## config.mk

```make
export PLATFORM = sky130hd
export DESIGN_NAME = nvmpc_cache
export DESIGN_NICKNAME = d
export VERILOG_FILES = /design/src/hdl/nvmpc_pkg.sv /design/src/hdl/nvmpc_pacer.sv /design/src/hdl/nvmpc_cache.sv
export SDC_FILE = /design/constraint.sdc
export NUM_CORES = 1
export LEC_CHECK = 0
export BUFFER_PORTS_ARGS = -buffer_cell sky130_fd_sc_hd__buf_2
export CAP_MARGIN = 30
export CORE_ASPECT_RATIO = 1.5
export CORE_UTILIZATION = 45
export DETAILED_ROUTE_END_ITERATION = 7
export HOLD_SLACK_MARGIN = 0.1
export PLACE_DENSITY = 0.74
export SYNTH_ARGS = -nofsm -noshare
export SYNTH_HDL_FRONTEND = slang
export SYNTH_HIERARCHICAL = 1
export SYNTH_SLANG_ARGS = --single-unit
```

## constraint.sdc

```tcl
create_clock -name mclk -period 3.6 [get_ports mclk]
set_input_delay 0.18 -clock mclk [delete_from_list [all_inputs] [get_ports mclk]]
set_output_delay 0.18 -clock mclk [all_outputs]
set_load 0.005 [all_outputs]
```

## src/hdl/nvmpc_pkg.sv

```systemverilog
// Shared constants for the instruction prefetch cache
package nvmpc_pkg;
  // System clock rate in kHz
  localparam int CLK_KHZ = 125000;
  // Highest rate at which the program memory array may be accessed, in kHz
  localparam int ARR_MAX_KHZ = 8000;
  // Highest system clock at which cache hits still run without wait states, in kHz
  localparam int SYS_MAX_KHZ = 16000;
  // Clocks per array access; a least time, so it rounds up (1 at or below 8 MHz)
  localparam int ACC_CYC = (CLK_KHZ + ARR_MAX_KHZ - 1) / ARR_MAX_KHZ;
  // Cache shape
  localparam int WAYS = 2;
  localparam int LINE_WORDS = 4;
  localparam int WORD_BITS = 16;
  localparam int LINE_BITS = 64;
  localparam int OFS_BITS = 2;
  localparam int LINE_BYTES = 8;
  // Instruction words that both resident lines hold together
  localparam int LOOP_WORDS = 8;
  // Word offset of the last word in a line
  localparam logic [1:0] LAST_OFS = 2'h3;
  // Default word address width
  localparam int ADDR_BITS = 15;
  // Sequencer states, Gray along idle -> busy
  typedef enum logic [1:0] {ST_IDLE = 2'h0, ST_BUSY = 2'h1} nvmpc_state_t;
  // Kinds of array access
  typedef enum logic [1:0] {
    OP_FETCH = 2'h0,
    OP_PREF = 2'h1,
    OP_DRD = 2'h3,
    OP_DWR = 2'h2
  } nvmpc_op_t;
endpackage : nvmpc_pkg

```

## src/hdl/nvmpc_pacer.sv

```systemverilog
`timescale 1ns/1ps
// Counts the clocks of one array access and flags its last clock
module nvmpc_pacer #(
  parameter int ACC = nvmpc_pkg::ACC_CYC
) (
  // Clock and reset
  input wire logic mclk,
  input wire logic rstn,
  // Access in progress, held for the whole access
  input wire logic run,
  // Last clock of the access
  output logic done
);
  localparam int CW = (ACC < 2) ? 1 : $clog2(ACC);

  logic [CW-1:0] cnt_ff; // Clocks elapsed in this access
  logic [CW-1:0] nxt_cnt;

  // Wait states come from holding run; done ends the access after ACC clocks
  always_comb begin
    done = run && (cnt_ff == CW'(ACC - 1));
    if (!run || done) begin
      nxt_cnt = '0;
    end else begin
      nxt_cnt = cnt_ff + 1'b1;
    end
  end

  // Counter register
  always_ff @(posedge mclk) begin
    if (!rstn) begin
      cnt_ff <= '0;
    end else begin
      cnt_ff <= nxt_cnt;
    end
  end
endmodule : nvmpc_pacer

```

## src/hdl/nvmpc_cache.sv

```systemverilog
`timescale 1ns/1ps
// Functional notes
// - Two ways, 64-bit lines of four words
// - Fetch aligned four-word group around program counter
// - Last word reached: prefetch next group, other way
// - Absent jump target refills from new location
// - Resident line served without array access
// - Only array accesses throttled; hits at full clock
// - Data accesses bypass cache; writes invalidate hits
// - Wait states only above 8 MHz
// - Access length is clock over 8 MHz
// - Long loops refill on each non-resident line
// - Four-word blocks; writes time as reads
// - Read rewrite is inside the array access
// - Direct writes, no erase of any kind
module nvmpc_cache #(
  parameter int AW = nvmpc_pkg::ADDR_BITS,
  parameter int ACC = nvmpc_pkg::ACC_CYC
) (
  // Clock and reset
  input wire logic mclk,
  input wire logic rstn,
  // Instruction fetch port (word address)
  input wire logic if_req,
  input wire logic [AW-1:0] if_addr,
  output logic if_gnt,
  output logic if_valid,
  output logic [nvmpc_pkg::WORD_BITS-1:0] if_data,
  // Data port (word address, byte enables)
  input wire logic d_req,
  input wire logic d_we,
  input wire logic [AW-1:0] d_addr,
  input wire logic [1:0] d_be,
  input wire logic [nvmpc_pkg::WORD_BITS-1:0] d_wdata,
  output logic d_gnt,
  output logic d_done,
  output logic [nvmpc_pkg::WORD_BITS-1:0] d_rdata,
  // Program memory array port (block address)
  output logic arr_en,
  output logic arr_we,
  output logic [AW-nvmpc_pkg::OFS_BITS-1:0] arr_addr,
  output logic [nvmpc_pkg::LINE_BITS-1:0] arr_wdata,
  output logic [nvmpc_pkg::LINE_BYTES-1:0] arr_wmask,
  input wire logic [nvmpc_pkg::LINE_BITS-1:0] arr_rdata
);
  localparam int BW = AW - nvmpc_pkg::OFS_BITS;
  localparam int NW = nvmpc_pkg::WAYS;
  localparam int LB = nvmpc_pkg::LINE_BITS;
  localparam int WB = nvmpc_pkg::WORD_BITS;

  nvmpc_pkg::nvmpc_state_t state_ff, nxt_state; // Sequencer state
  nvmpc_pkg::nvmpc_op_t op_ff, nxt_op; // Access in flight
  logic [BW-1:0] cur_blk_ff, nxt_cur_blk; // Block under access
  logic fill_way_ff, nxt_fill_way; // Way a fill lands in
  logic [LB-1:0] wdat_ff, nxt_wdat; // Write data, replicated per word
  logic [nvmpc_pkg::LINE_BYTES-1:0] mask_ff, nxt_mask; // Write byte mask
  logic [1:0] wofs_ff, nxt_wofs; // Word offset of a data access
  logic [NW-1:0] valid_ff, nxt_valid; // Line valid bits
  logic [BW-1:0] tag_ff [NW]; // Block address held by each way
  logic [BW-1:0] nxt_tag [NW];
  logic [LB-1:0] line_ff [NW]; // Cached instruction words
  logic [LB-1:0] nxt_line [NW];
  logic lru_ff, nxt_lru; // Way that last served a fetch
  logic pf_pend_ff, nxt_pf_pend; // Sequential prefetch waiting
  logic [BW-1:0] pf_blk_ff, nxt_pf_blk; // Block to prefetch
  logic if_valid_ff, nxt_if_valid; // Fetch answer strobe
  logic [WB-1:0] if_data_ff, nxt_if_data;
  logic d_done_ff, nxt_d_done; // Data answer strobe
  logic [WB-1:0] d_rdata_ff, nxt_d_rdata;

  logic [BW-1:0] fblk; // Block of the fetch address
  logic [1:0] fofs; // Word within that block
  logic [BW-1:0] dblk; // Block of the data address
  logic [NW-1:0] hit_w; // Fetch address resident per way
  logic [NW-1:0] nres_w; // Following block resident per way
  logic [NW-1:0] pres_w; // Pending prefetch block resident per way
  logic [NW-1:0] dhit_w; // Data address resident per way
  logic hit;
  logic hit_way;
  logic vic; // Fill victim
  logic acc_done; // Last clock of an array access

  assign fblk = if_addr[AW-1:nvmpc_pkg::OFS_BITS];
  assign fofs = if_addr[nvmpc_pkg::OFS_BITS-1:0];
  assign dblk = d_addr[AW-1:nvmpc_pkg::OFS_BITS];

  // Tag compare per way; one set, two ways, eight words in all
  for (genvar w = 0; w < NW; w++) begin : g_way
    assign hit_w[w] = valid_ff[w] && (tag_ff[w] == fblk);
    assign nres_w[w] = valid_ff[w] && (tag_ff[w] == fblk + 1'b1);
    assign pres_w[w] = valid_ff[w] && (tag_ff[w] == pf_blk_ff);
    assign dhit_w[w] = valid_ff[w] && (tag_ff[w] == dblk);
  end
  assign hit = |hit_w;
  assign hit_way = hit_w[1];

  // Access length; wait states only appear when the clock is above 8 MHz
  nvmpc_pacer #(.ACC(ACC)) i_nvmpc_pacer (
    .mclk(mclk),
    .rstn(rstn),
    .run(state_ff == nvmpc_pkg::ST_BUSY),
    .done(acc_done)
  );

  // Array port straight from the access registers
  assign arr_en = (state_ff == nvmpc_pkg::ST_BUSY);
  assign arr_we = arr_en && (op_ff == nvmpc_pkg::OP_DWR);
  assign arr_addr = cur_blk_ff;
  assign arr_wdata = wdat_ff;
  assign arr_wmask = mask_ff;
  assign if_valid = if_valid_ff;
  assign if_data = if_data_ff;
  assign d_done = d_done_ff;
  assign d_rdata = d_rdata_ff;

  // Sequencer, lookup and fill
  always_comb begin
    nxt_state = state_ff;
    nxt_op = op_ff;
    nxt_cur_blk = cur_blk_ff;
    nxt_fill_way = fill_way_ff;
    nxt_wdat = wdat_ff;
    nxt_mask = mask_ff;
    nxt_wofs = wofs_ff;
    nxt_valid = valid_ff;
    nxt_tag = tag_ff;
    nxt_line = line_ff;
    nxt_lru = lru_ff;
    nxt_pf_pend = pf_pend_ff;
    nxt_pf_blk = pf_blk_ff;
    nxt_d_done = 1'b0;
    nxt_d_rdata = d_rdata_ff;
    nxt_if_data = if_data_ff;
    // Invalid way first, otherwise keep the way now executing
    if (!valid_ff[0]) begin
      vic = 1'b0;
    end else if (!valid_ff[1]) begin
      vic = 1'b1;
    end else begin
      vic = ~lru_ff;
    end
    // Hits are served even while the array is busy, so they never wait
    if_gnt = if_req && hit;
    nxt_if_valid = if_gnt;
    d_gnt = d_req && (state_ff == nvmpc_pkg::ST_IDLE);
    if (if_gnt) begin
      nxt_if_data = line_ff[hit_way][{fofs, 4'h0} +: WB];
      nxt_lru = hit_way;
    end
    case (state_ff)
      nvmpc_pkg::ST_IDLE: begin
        if (d_req) begin
          // Data goes to the array; no allocation, a write invalidates a resident copy
          nxt_op = d_we ? nvmpc_pkg::OP_DWR : nvmpc_pkg::OP_DRD;
          nxt_cur_blk = dblk;
          nxt_wofs = d_addr[1:0];
          nxt_wdat = {4{d_wdata}};
          nxt_mask = {6'h00, d_be} << {d_addr[1:0], 1'b0};
          nxt_state = nvmpc_pkg::ST_BUSY;
          if (d_we) begin
            nxt_valid = valid_ff & ~dhit_w;
          end
        end else if (if_req && !hit) begin
          // Demand miss, also a jump to an absent target
          nxt_op = nvmpc_pkg::OP_FETCH;
          nxt_cur_blk = fblk;
          nxt_fill_way = vic;
          nxt_valid[vic] = 1'b0;
          nxt_state = nvmpc_pkg::ST_BUSY;
        end else if (pf_pend_ff) begin
          nxt_pf_pend = 1'b0;
          if (!(|pres_w)) begin
            nxt_op = nvmpc_pkg::OP_PREF;
            nxt_cur_blk = pf_blk_ff;
            nxt_fill_way = vic;
            nxt_valid[vic] = 1'b0;
            nxt_state = nvmpc_pkg::ST_BUSY;
          end
        end
      end
      nvmpc_pkg::ST_BUSY: begin
        if (acc_done) begin
          // The array rewrites what it reads within this same access
          nxt_state = nvmpc_pkg::ST_IDLE;
          case (op_ff)
            nvmpc_pkg::OP_FETCH, nvmpc_pkg::OP_PREF: begin
              nxt_line[fill_way_ff] = arr_rdata;
              nxt_tag[fill_way_ff] = cur_blk_ff;
              nxt_valid[fill_way_ff] = 1'b1;
            end
            nvmpc_pkg::OP_DRD: begin
              nxt_d_done = 1'b1;
              nxt_d_rdata = arr_rdata[{wofs_ff, 4'h0} +: WB];
            end
            default: begin
              // A write takes exactly as long as a read
              nxt_d_done = 1'b1;
            end
          endcase
        end
      end
      default: begin
        nxt_state = nvmpc_pkg::ST_IDLE;
      end
    endcase
    // Last word fetched: queue the next group; a new trigger beats the clear
    if (if_gnt && (fofs == nvmpc_pkg::LAST_OFS) && !(|nres_w)) begin
      nxt_pf_pend = 1'b1;
      nxt_pf_blk = fblk + 1'b1;
    end
  end

  // State registers; reset empties the cache
  always_ff @(posedge mclk) begin
    if (!rstn) begin
      state_ff <= nvmpc_pkg::ST_IDLE;
      op_ff <= nvmpc_pkg::OP_FETCH;
      cur_blk_ff <= '0;
      fill_way_ff <= 1'b0;
      wdat_ff <= '0;
      mask_ff <= '0;
      wofs_ff <= 2'h0;
      valid_ff <= '0;
      for (int w = 0; w < NW; w++) begin
        tag_ff[w] <= '0;
        line_ff[w] <= '0;
      end
      lru_ff <= 1'b0;
      pf_pend_ff <= 1'b0;
      pf_blk_ff <= '0;
      if_valid_ff <= 1'b0;
      if_data_ff <= '0;
      d_done_ff <= 1'b0;
      d_rdata_ff <= '0;
    end else begin
      state_ff <= nxt_state;
      op_ff <= nxt_op;
      cur_blk_ff <= nxt_cur_blk;
      fill_way_ff <= nxt_fill_way;
      wdat_ff <= nxt_wdat;
      mask_ff <= nxt_mask;
      wofs_ff <= nxt_wofs;
      valid_ff <= nxt_valid;
      tag_ff <= nxt_tag;
      line_ff <= nxt_line;
      lru_ff <= nxt_lru;
      pf_pend_ff <= nxt_pf_pend;
      pf_blk_ff <= nxt_pf_blk;
      if_valid_ff <= nxt_if_valid;
      if_data_ff <= nxt_if_data;
      d_done_ff <= nxt_d_done;
      d_rdata_ff <= nxt_d_rdata;
    end
  end

  // Helper: clocks of the current array access, counted independently
  logic [15:0] len_ff;
  always_ff @(posedge mclk) begin
    if (!rstn) begin
      len_ff <= 16'h0000;
    end else begin
      len_ff <= (arr_en && !acc_done) ? len_ff + 16'h0001 : 16'h0000;
    end
  end
endmodule : nvmpc_cache

```

==> impl_results.rst, run 1 <==
.. list-table::
   :header-rows: 1

   * - Metric
     - Value
   * - Run status
     - finished with violations
   * - Violated checks
     - design-rule violations
   * - Total routing usage reported by global routing
     - 0.2950
   * - Clock Sinks
     - 252
   * - Count of endpoints failing setup in the final report
     - 0
   * - Insertion delay to the later sink of the worst-skew pair
     - 0.54 ns
   * - Post-layout nets
     - about 1800
   * - Core Rows
     - 74
   * - Vias
     - around 12000
   * - Placer congestion estimate
     - 0.9472
   * - Number of buffers between clock root and the deepest sink
     - 3
   * - Layout fillers
     - between 2000 and 2500
   * - Most instantiated library cell after synthesis
     - sky130_fd_sc_hd__nand2_1
   * - Top fanout value on the critical path
     - 12
   * - Crit path kind
     - input pin to register
   * - Leading cell types by count after synthesis
     - sky130_fd_sc_hd__nand2_1, sky130_fd_sc_hd__dfxtp_1, sky130_fd_sc_hd__a21oi_1
   * - Destination of the worst register-to-register timing path
     - lru_ff$_SDFFE_PN0P_
   * - Worst supply voltage drop on vdd
     - 0.4405 mV
   * - Mean area per synthesized cell
     - around 8.4 µm²
   * - Cell total after placement
     - ~1900
   * - Worst EP required
     - between 4 and 5 ns
   * - Top cell family by delay on the critical path
     - simple AND/OR/NAND/NOR gates
   * - Post-synthesis cell count
     - between 1000 and 1500
   * - CTS tree
     - built
   * - Reg-to-reg critical path startpoint
     - tag_ff[3]$_SDFFE_PN0P_
   * - Reg clk slew, reported paths
     - 0.06 ns
   * - Top FF cell, synth
     - sky130_fd_sc_hd__dfxtp_1
   * - Power per cell area
     - slightly above 400 nW/µm²
   * - CTS H-tree lvls
     - 1
   * - Reg-to-reg slack, setup
     - between 0.7 and 0.8 ns
   * - Flip-flop and latch count after synthesis
     - roughly 250
   * - Vias in the first global route
     - roughly 11000
   * - Top-area cell type share of the netlist area
     - 0.4013
   * - Number of top-level pins
     - 240
   * - Routed length per placed instance
     - 20.70 µm
   * - Slew Limit Fails
     - 0
   * - Die outline area
     - around 29000 µm²
   * - Time the worst path needs with I/O delays and setup
     - a little under 3 ns
   * - Multi-input combinational cell area
     - 6643 µm²
   * - Root buf cell
     - sky130_fd_sc_hd__clkbuf_16
   * - Number of diodes
     - 0
   * - HP Class
     - input pin to register
   * - CP Launch Type
     - input pin
   * - Effective utilization at floorplan
     - 0.4603
   * - Series of cell instances along the critical path
     - dlygate4sd3_1 -> buf_2 -> nand2_2 -> or4_1 -> a221o_1 -> or4_4 -> o311ai_4 -> nor2_2 -> buf_12 -> mux2i_1
   * - Final wirelength
     - ~43000 µm
   * - Worst setup path endpoint
     - pf_blk_ff[8]$_SDFFE_PN0P_
   * - Leakage dissipation
     - between 6 and 7 nW
   * - Post-route setup TNS
     - 0 ns
   * - Kind of end point of the critical path
     - register
   * - Stage delay of the slowest cell on the critical path
     - ~0.64 ns
   * - Number of enable flip-flop cells after synthesis
     - 0
   * - Crit. Startpoint
     - if_addr[2]
   * - Startpoint of the lowest-slack hold path
     - if_req
   * - Post-detailed-route via-to-cell ratio
     - roughly 5.6
   * - Std-Cell Core Area
     - ~27000 µm²
   * - CP Buf/Inv Count
     - 3
   * - PortBufs
     - around 240
   * - Cell taking the most area after synthesis
     - sky130_fd_sc_hd__dfxtp_1
   * - Layout cells sized above 1
     - 0.2180
   * - Number of failing hold endpoints at the final stage
     - 0
   * - Detailed-route DRC error count
     - 21
   * - Global-route wire length before repair
     - 65030 µm
   * - Resized cells post-CTS
     - 0
   * - Data arrival time of the critical path
     - between 3 and 4 ns
   * - Critical path depth
     - 10
   * - Async S/R FF share, synth
     - 0
   * - Synth-to-Final Area Change
     - 23.62%
   * - Worst slew margin
     - 0.3770
   * - Congestion Overflow GR
     - 0
   * - Top cells by area, synth
     - sky130_fd_sc_hd__dfxtp_1, sky130_fd_sc_hd__nand2_1, sky130_fd_sc_hd__mux4_2
   * - Total CTS buffers
     - 24
   * - Sequential-to-total area share from yosys stat
     - 0.4013
   * - Total number of yosys warnings
     - 6
   * - Post-Route Skew
     - 0.01284 ns
   * - Maximum capacitance violations
     - 0
   * - Antenna violations before repair
     - 0
   * - Initial drt markers
     - between 900 and 1000
   * - Number of nets in the synthesized netlist
     - approximately 1600
   * - Largest net degree at the start of global routing
     - between 100 and 150
   * - Period utilization
     - 0.8244
   * - Setup repair after global routing missed its margin
     - no
   * - Slowest cell on the critical path
     - sky130_fd_sc_hd__or4_1
   * - Postcts setup bufs
     - 0
   * - Final antenna-violating net count
     - 0
   * - Post-CTS Hold Fix Bufs
     - 100
   * - Worst Reg-to-Reg Cells
     - 8
   * - Area taken by flip-flops and latches
     - ~5000 µm²
   * - Maximum clock frequency
     - 0.3369 GHz
   * - DP Wirelength
     - roughly 29000 µm
   * - Non-filler instance count after layout
     - between 2000 and 2500
   * - Post-synth design cell area
     - 12570 µm²
   * - Y dimension of the die
     - a little over 200 µm
   * - Chip Width
     - 138.5 µm
   * - Number of detailed-routing iterations run before antenna repair
     - 8
   * - Unique cell type count in the Yosys netlist
     - 66
   * - Transition time at the pin with the least slew margin
     - about 0.93 ns
[layer usage]
layer / wire [µm] / global-route usage / part of all wire
met1: 15890 / 0.3300 / 0.37
met4: 2659 / 0.1914 / 0.062
met2: 22190 / 0.5379 / 0.52
met5: 0 / 0 / 0
met3: 2234 / 0.03068 / 0.052
[cell usage in the layout (no fill, tap or decap), types with 30 or more instances in the layout]
cell / instances
sky130_fd_sc_hd__mux2i_1: 42
sky130_fd_sc_hd__dlygate4sd3_1: 100
sky130_fd_sc_hd__mux4_2: 48
sky130_fd_sc_hd__buf_2: 240
sky130_fd_sc_hd__dfxtp_1: 252
sky130_fd_sc_hd__buf_4: 30
sky130_fd_sc_hd__xnor2_1: 52
sky130_fd_sc_hd__a21oi_1: 214
sky130_fd_sc_hd__nand2_1: 431
sky130_fd_sc_hd__xor2_1: 45
[worst min-delay path by stage]
stage | depth (start not counted) | to | slack (ns)
2_1_floorplan | 2 | line_ff[0]$_SDFFE_PN0P_ | 0.32
3_3_place_gp | 3 | arr_wdata[53]$_SDFFE_PN0P_ | 0.42
3_5_place_dp | 3 | arr_wdata[53]$_SDFFE_PN0P_ | 0.43
4_1_cts | 4 | lru_ff$_SDFFE_PN0P_ | 0.10
5_1_grt | 3 | valid_ff[1]$_SDFFE_PN0P_ | 0.13
6_report | 4 | lru_ff$_SDFFE_PN0P_ | 0.11
[flip-flops by register name, summed over array words and instances (netlist names), 2 cells and up]
name and count:
arr_addr 13, arr_wdata 16, arr_wmask 8, d_rdata 16
i_nvmpc_pacer/cnt_ff 4, if_data 16, line_ff 128, op_ff 2
pf_blk_ff 13, tag_ff 26, valid_ff 2, wofs_ff 2
[worst register-to-register path, cell delays in order, from the launching register on]
cell,delay [ns]
sky130_fd_sc_hd__dfxtp_1,0.36
sky130_fd_sc_hd__xnor2_1,0.36
sky130_fd_sc_hd__nand4_1,0.12
sky130_fd_sc_hd__or4_2,0.68
sky130_fd_sc_hd__buf_4,0.33
sky130_fd_sc_hd__a21oi_4,0.25
sky130_fd_sc_hd__buf_4,0.39
sky130_fd_sc_hd__nor2b_1,0.09
sky130_fd_sc_hd__o21a_1,0.19
[cells by family (layout without fill, tap and decap cells)]
logic type | after synthesis | count (layout) | share of synthesized area
AOI/OAI and AO/OA | 280 | 280 | 0.1214
adders and majority gates | 2 | 2 | 0.001990
buffers and inverters | 191 | 431 | 0.07335
muxes | 103 | 103 | 0.1311
xor gates and xnor gates | 105 | 105 | 0.08201
DFF | 252 | 252 | 0.4013
and+or+nand+nor | 561 | 561 | 0.1889
[area by class of cell]
type	instances	area share
Multi-Input combinational cell	1051	0.4274
Sequential cell	252	0.3246
Timing Repair Buffer	375	0.1626
Clock buffer	34	0.04436
Tap cell	342	0.02753
Clock inverter	9	0.009983
Inverter	13	0.003462
[metrics by stage]
stage / instance area, µm² / power, mW / worst slack (ns) / hold WS [ns] / util
global route: 15540 / 6.462 / 0.4950 / 0.1330 / 0.5690
global placement: 13690 / 3.482 / 0.6488 / 0.4212 / 0.5012
floorplan: 12570 / 3.244 / 0.8839 / 0.3160 / -
CTS: 15540 / 6.283 / 0.6549 / 0.1022 / 0.5688
detailed placement: 13690 / 3.486 / 0.5932 / 0.4298 / 0.5012
finish: 15540 / 6.252 / 0.6321 / 0.1138 / 0.5690
[where the power goes]
group          total (mW)  switching [mW]  internal, mW
Clock                2.73            1.10          1.63
Combinational       0.655           0.358         0.296
Sequential           2.87          0.0493          2.82
Total                6.25            1.51          4.74
Power figures use the tool's default switching activity.
==> inputs of run 2 (changes only) <==
ABC_AREA = 1   (was default)
PLACE_DENSITY = 0.76   (was 0.74)
clock period = 2.4 ns   (was 3.6 ns; I/O delays follow)
==> impl_results.rst, run 2 <==
.. list-table::
   :header-rows: 1

   * - Metric
     - Value
   * - Run status
     - finished clean
   * - Reg-to-reg critical path startpoint
     - tag_ff[7]$_SDFFE_PN0P_
   * - Maximum capacitance violations
     - 0
   * - Antenna violations before repair
     - 1
   * - Share of the synthesized area in compound gates (AO/OA/AOI/OAI)
     - 0.2022
   * - Synth-to-Final Area Change
     - 25.47%
   * - Cell depth of the worst min-delay path
     - 4
   * - Reg-to-reg slack, setup
     - 0.16 ns
   * - Clock Sinks
     - between 200 and 300
   * - Post-layout nets
     - 2511
   * - Number of failing hold endpoints at the final stage
     - 0
   * - Detailed-route DRC error count
     - 0
   * - Worst Reg-to-Reg Cells
     - 14
   * - Fraction of synthesized area in multiplexers
     - 0
   * - Worst slew margin
     - 0.6053
   * - Largest family of logic cells by synthesized area
     - simple AND/OR/NAND/NOR gates
   * - Number of flip-flops under the largest register name
     - 128
   * - Number of buffers between clock root and the deepest sink
     - 3
   * - CP Launch Type
     - register
   * - Startpoint of the lowest-slack hold path
     - if_addr[3]
   * - Die outline area
     - 30970 µm²
   * - Most instantiated library cell after synthesis
     - sky130_fd_sc_hd__nand2_1
   * - Leading cell types by count after synthesis
     - sky130_fd_sc_hd__nand2_1, sky130_fd_sc_hd__dfxtp_1, sky130_fd_sc_hd__o21ai_0
   * - Vias in the first global route
     - approximately 15000
   * - Largest net degree at the start of global routing
     - 85
   * - Async S/R FF share, synth
     - 0
   * - Post-synthesis cell count
     - between 2000 and 2500
   * - Top-area cell type share of the netlist area
     - 0.3705
   * - Top cells by area, synth
     - sky130_fd_sc_hd__dfxtp_1, sky130_fd_sc_hd__nand2_1, sky130_fd_sc_hd__o21ai_0
   * - Layout fillers
     - 2871
   * - Total number of yosys warnings
     - 6
   * - Leakage dissipation
     - slightly above 8 nW
   * - Sequential-to-total area share from yosys stat
     - 0.3705
   * - Congestion Overflow GR
     - 0
   * - Layout cells sized above 1
     - 0.1660
   * - Worst EP required
     - 2.28 ns
   * - Cell total after placement
     - between 2000 and 3000
   * - Placer congestion estimate
     - 1.088
   * - Global-route wire length before repair
     - a little under 80000 µm
   * - Number of detailed-routing iterations run before antenna repair
     - 6
   * - Kind of end point of the critical path
     - primary output
   * - Unique cell type count in the Yosys netlist
     - 39
   * - Routed length per placed instance
     - around 19 µm
   * - HP Class
     - input pin to register
   * - Number of top-level pins
     - 240
   * - Non-filler instance count after layout
     - around 2800
   * - Insertion delay to the later sink of the worst-skew pair
     - 0.56 ns
   * - Mean area per synthesized cell
     - 6.405 µm²
   * - Post-detailed-route via-to-cell ratio
     - 5.437
   * - Worst supply voltage drop on vdd
     - 0.5660 mV
   * - Most frequent cells in the layout
     - sky130_fd_sc_hd__nand2_1, sky130_fd_sc_hd__o21ai_0, sky130_fd_sc_hd__dfxtp_1
   * - Final antenna-violating net count
     - 0
   * - Total CTS buffers
     - 27
   * - Most frequent standard cell in the layout excluding fill and tap cells
     - sky130_fd_sc_hd__nand2_1
   * - Reg clk slew, reported paths
     - 0.06 ns
   * - Xor and xnor fraction of the mapped netlist area
     - 0.01259
   * - Final wirelength
     - about 52000 µm
   * - Core Rows
     - between 70 and 80
   * - Maximum clock frequency
     - roughly 0.42 GHz
   * - Effective utilization at floorplan
     - 0.4604
   * - Data arrival time of the critical path
     - around 2.3 ns
   * - Flip-flop and latch count after synthesis
     - around 250
   * - Chip Width
     - around 140 µm
   * - Vias
     - between 15000 and 20000
   * - Top FF cell, synth
     - sky130_fd_sc_hd__dfxtp_1
   * - Post-route standard cell area excluding fillers
     - 17090 µm²
   * - Setup repair after global routing missed its margin
     - yes
   * - Cell taking the most area after synthesis
     - sky130_fd_sc_hd__dfxtp_1
   * - CTS H-tree lvls
     - 1
   * - Number of nets in the synthesized netlist
     - around 2200
   * - Time the worst path needs with I/O delays and setup
     - between 2 and 2.5 ns
   * - Largest registers ranked by flip-flop count
     - line_ff x128, tag_ff x26
   * - CTS tree
     - built
   * - DP Wirelength
     - 36120 µm
   * - Total routing usage reported by global routing
     - 0.3329
   * - Top fanout value on the critical path
     - 6
   * - Post-synth design cell area
     - 13620 µm²
   * - Adder and majority cell fraction of the synthesized area
     - 0.001838
   * - Power per cell area
     - between 500 and 600 nW/µm²
   * - Initial drt markers
     - ~1200
   * - Y dimension of the die
     - around 220 µm
   * - Area after DPL
     - ~15000 µm²
   * - Period utilization
     - 0.9995
   * - Post-Synth Simple-Gate Area
     - 0.2782
   * - Slew Limit Fails
     - 0
   * - Std-Cell Core Area
     - 29580 µm²
   * - Destination of the worst register-to-register timing path
     - op_ff[0]$_SDFFE_PN0P_
   * - Number of enable flip-flop cells after synthesis
     - 0
   * - Crit path kind
     - register to primary output
   * - Hold Crit Endpoint
     - pf_blk_ff[1]$_SDFFE_PN0P_
   * - Post-Route Skew
     - around 0.035 ns
   * - Reg with most FFs
     - line_ff
   * - PortBufs
     - 239
   * - Transition time at the pin with the least slew margin
     - around 0.59 ns
   * - Root buf cell
     - sky130_fd_sc_hd__clkbuf_16
   * - Count of endpoints failing setup in the final report
     - 0
run 2: what timing repair did:
| action | in CTS | in global routing |
|---|---|---|
| buffers inserted | 2 | 1 |
| resized for setup | 12 | 9 |
| hold buffers | 112 | 0 |
| pin swaps | 1 | 1 |
| endpoints found under the hold margin | 192 | 0 |
| setup endpoints to repair | 1 | 5 |
run 2: routing by layer:
layer	track usage	vias to the layer above	wire (µm)
li1	-	7333	-
met1	0.3693	6933	18890
met2	0.5567	761	24890
met3	0.04412	229	3490
met4	0.2791	0	4729
met5	0	-	0
run 2: worst max-delay path by stage:
| stage | to | slack (ns) | from |
|---|---|---|---|
| final | if_gnt | 0.001 | tag_ff[15]$_SDFFE_PN0P_ |
| after global routing | if_gnt | -0.05 | tag_ff[7]$_SDFFE_PN0P_ |
| after CTS | if_gnt | 0.05 | tag_ff[5]$_SDFFE_PN0P_ |
| after detailed placement | pf_blk_ff[9]$_SDFFE_PN0P_ | 0.18 | tag_ff[9]$_SDFFE_PN0P_ |
| after global placement | if_data[1]$_SDFFE_PN0P_ | 0.15 | tag_ff[9]$_SDFFE_PN0P_ |
| after floorplan | line_ff[24]$_SDFFE_PN0P_ | 0.53 | i_nvmpc_pacer/cnt_ff[0]$_SDFF_PP0_ |
run 2: stage by stage:
stage	power (mW)	TNS, ns	util	hold WS, ns	worst slack (ns)
5_1_grt	10.13	-0.04999	0.5776	0.1443	-0.04999
4_1_cts	9.839	0	0.5769	0.1057	0.05246
3_3_place_gp	5.481	0	0.5074	0.3419	0.1463
2_1_floorplan	5.024	0	-	0.2549	0.5344
6_report	9.830	0	0.5776	0.1192	0.001257
3_5_place_dp	5.491	0	0.5074	0.3502	0.1789
run 2: cells by family (layout without fill, tap and decap cells):
group | after synthesis | in the layout
AOI/OAI and AO/OA | 525 | 525
xor gates and xnor gates | 18 | 18
adders and majority gates | 2 | 2
buffers and inverters | 420 | 704
DFF | 252 | 252
other | 0 | 1
and+or+nand+nor | 909 | 909
run 2: layout make-up:
type	instances	area [µm²]	share of cell area
inverters	249	934.6	0.05471
multi-input cells	1454	6775	0.3966
clock inverters	10	112.6	0.006591
diodes	1	2.502	0.0001465
flip-flops and latches	252	5057	0.2960
well taps	395	494.2	0.02893
repair buffers	408	2935	0.1718
clock buffers	37	773.2	0.04526
run 2: worst max-delay path: stages (launching register included):
cell	delay, ns
sky130_fd_sc_hd__dfxtp_1	0.42
sky130_fd_sc_hd__inv_1	0.26
sky130_fd_sc_hd__nand2_1	0.20
sky130_fd_sc_hd__nand3_1	0.09
sky130_fd_sc_hd__nor2_1	0.13
sky130_fd_sc_hd__nand2_1	0.13
sky130_fd_sc_hd__nand2_2	0.11
sky130_fd_sc_hd__nand2_2	0.09
sky130_fd_sc_hd__buf_12	0.15
sky130_fd_sc_hd__inv_1	0.05
sky130_fd_sc_hd__buf_2	0.10
run 2: where the power goes:
group          total [mW]  switching [mW]  internal (mW)
combinational        1.26           0.769          0.495
clock                4.24            1.78           2.46
sequential           4.32          0.0758           4.25
total                9.83            2.63           7.20
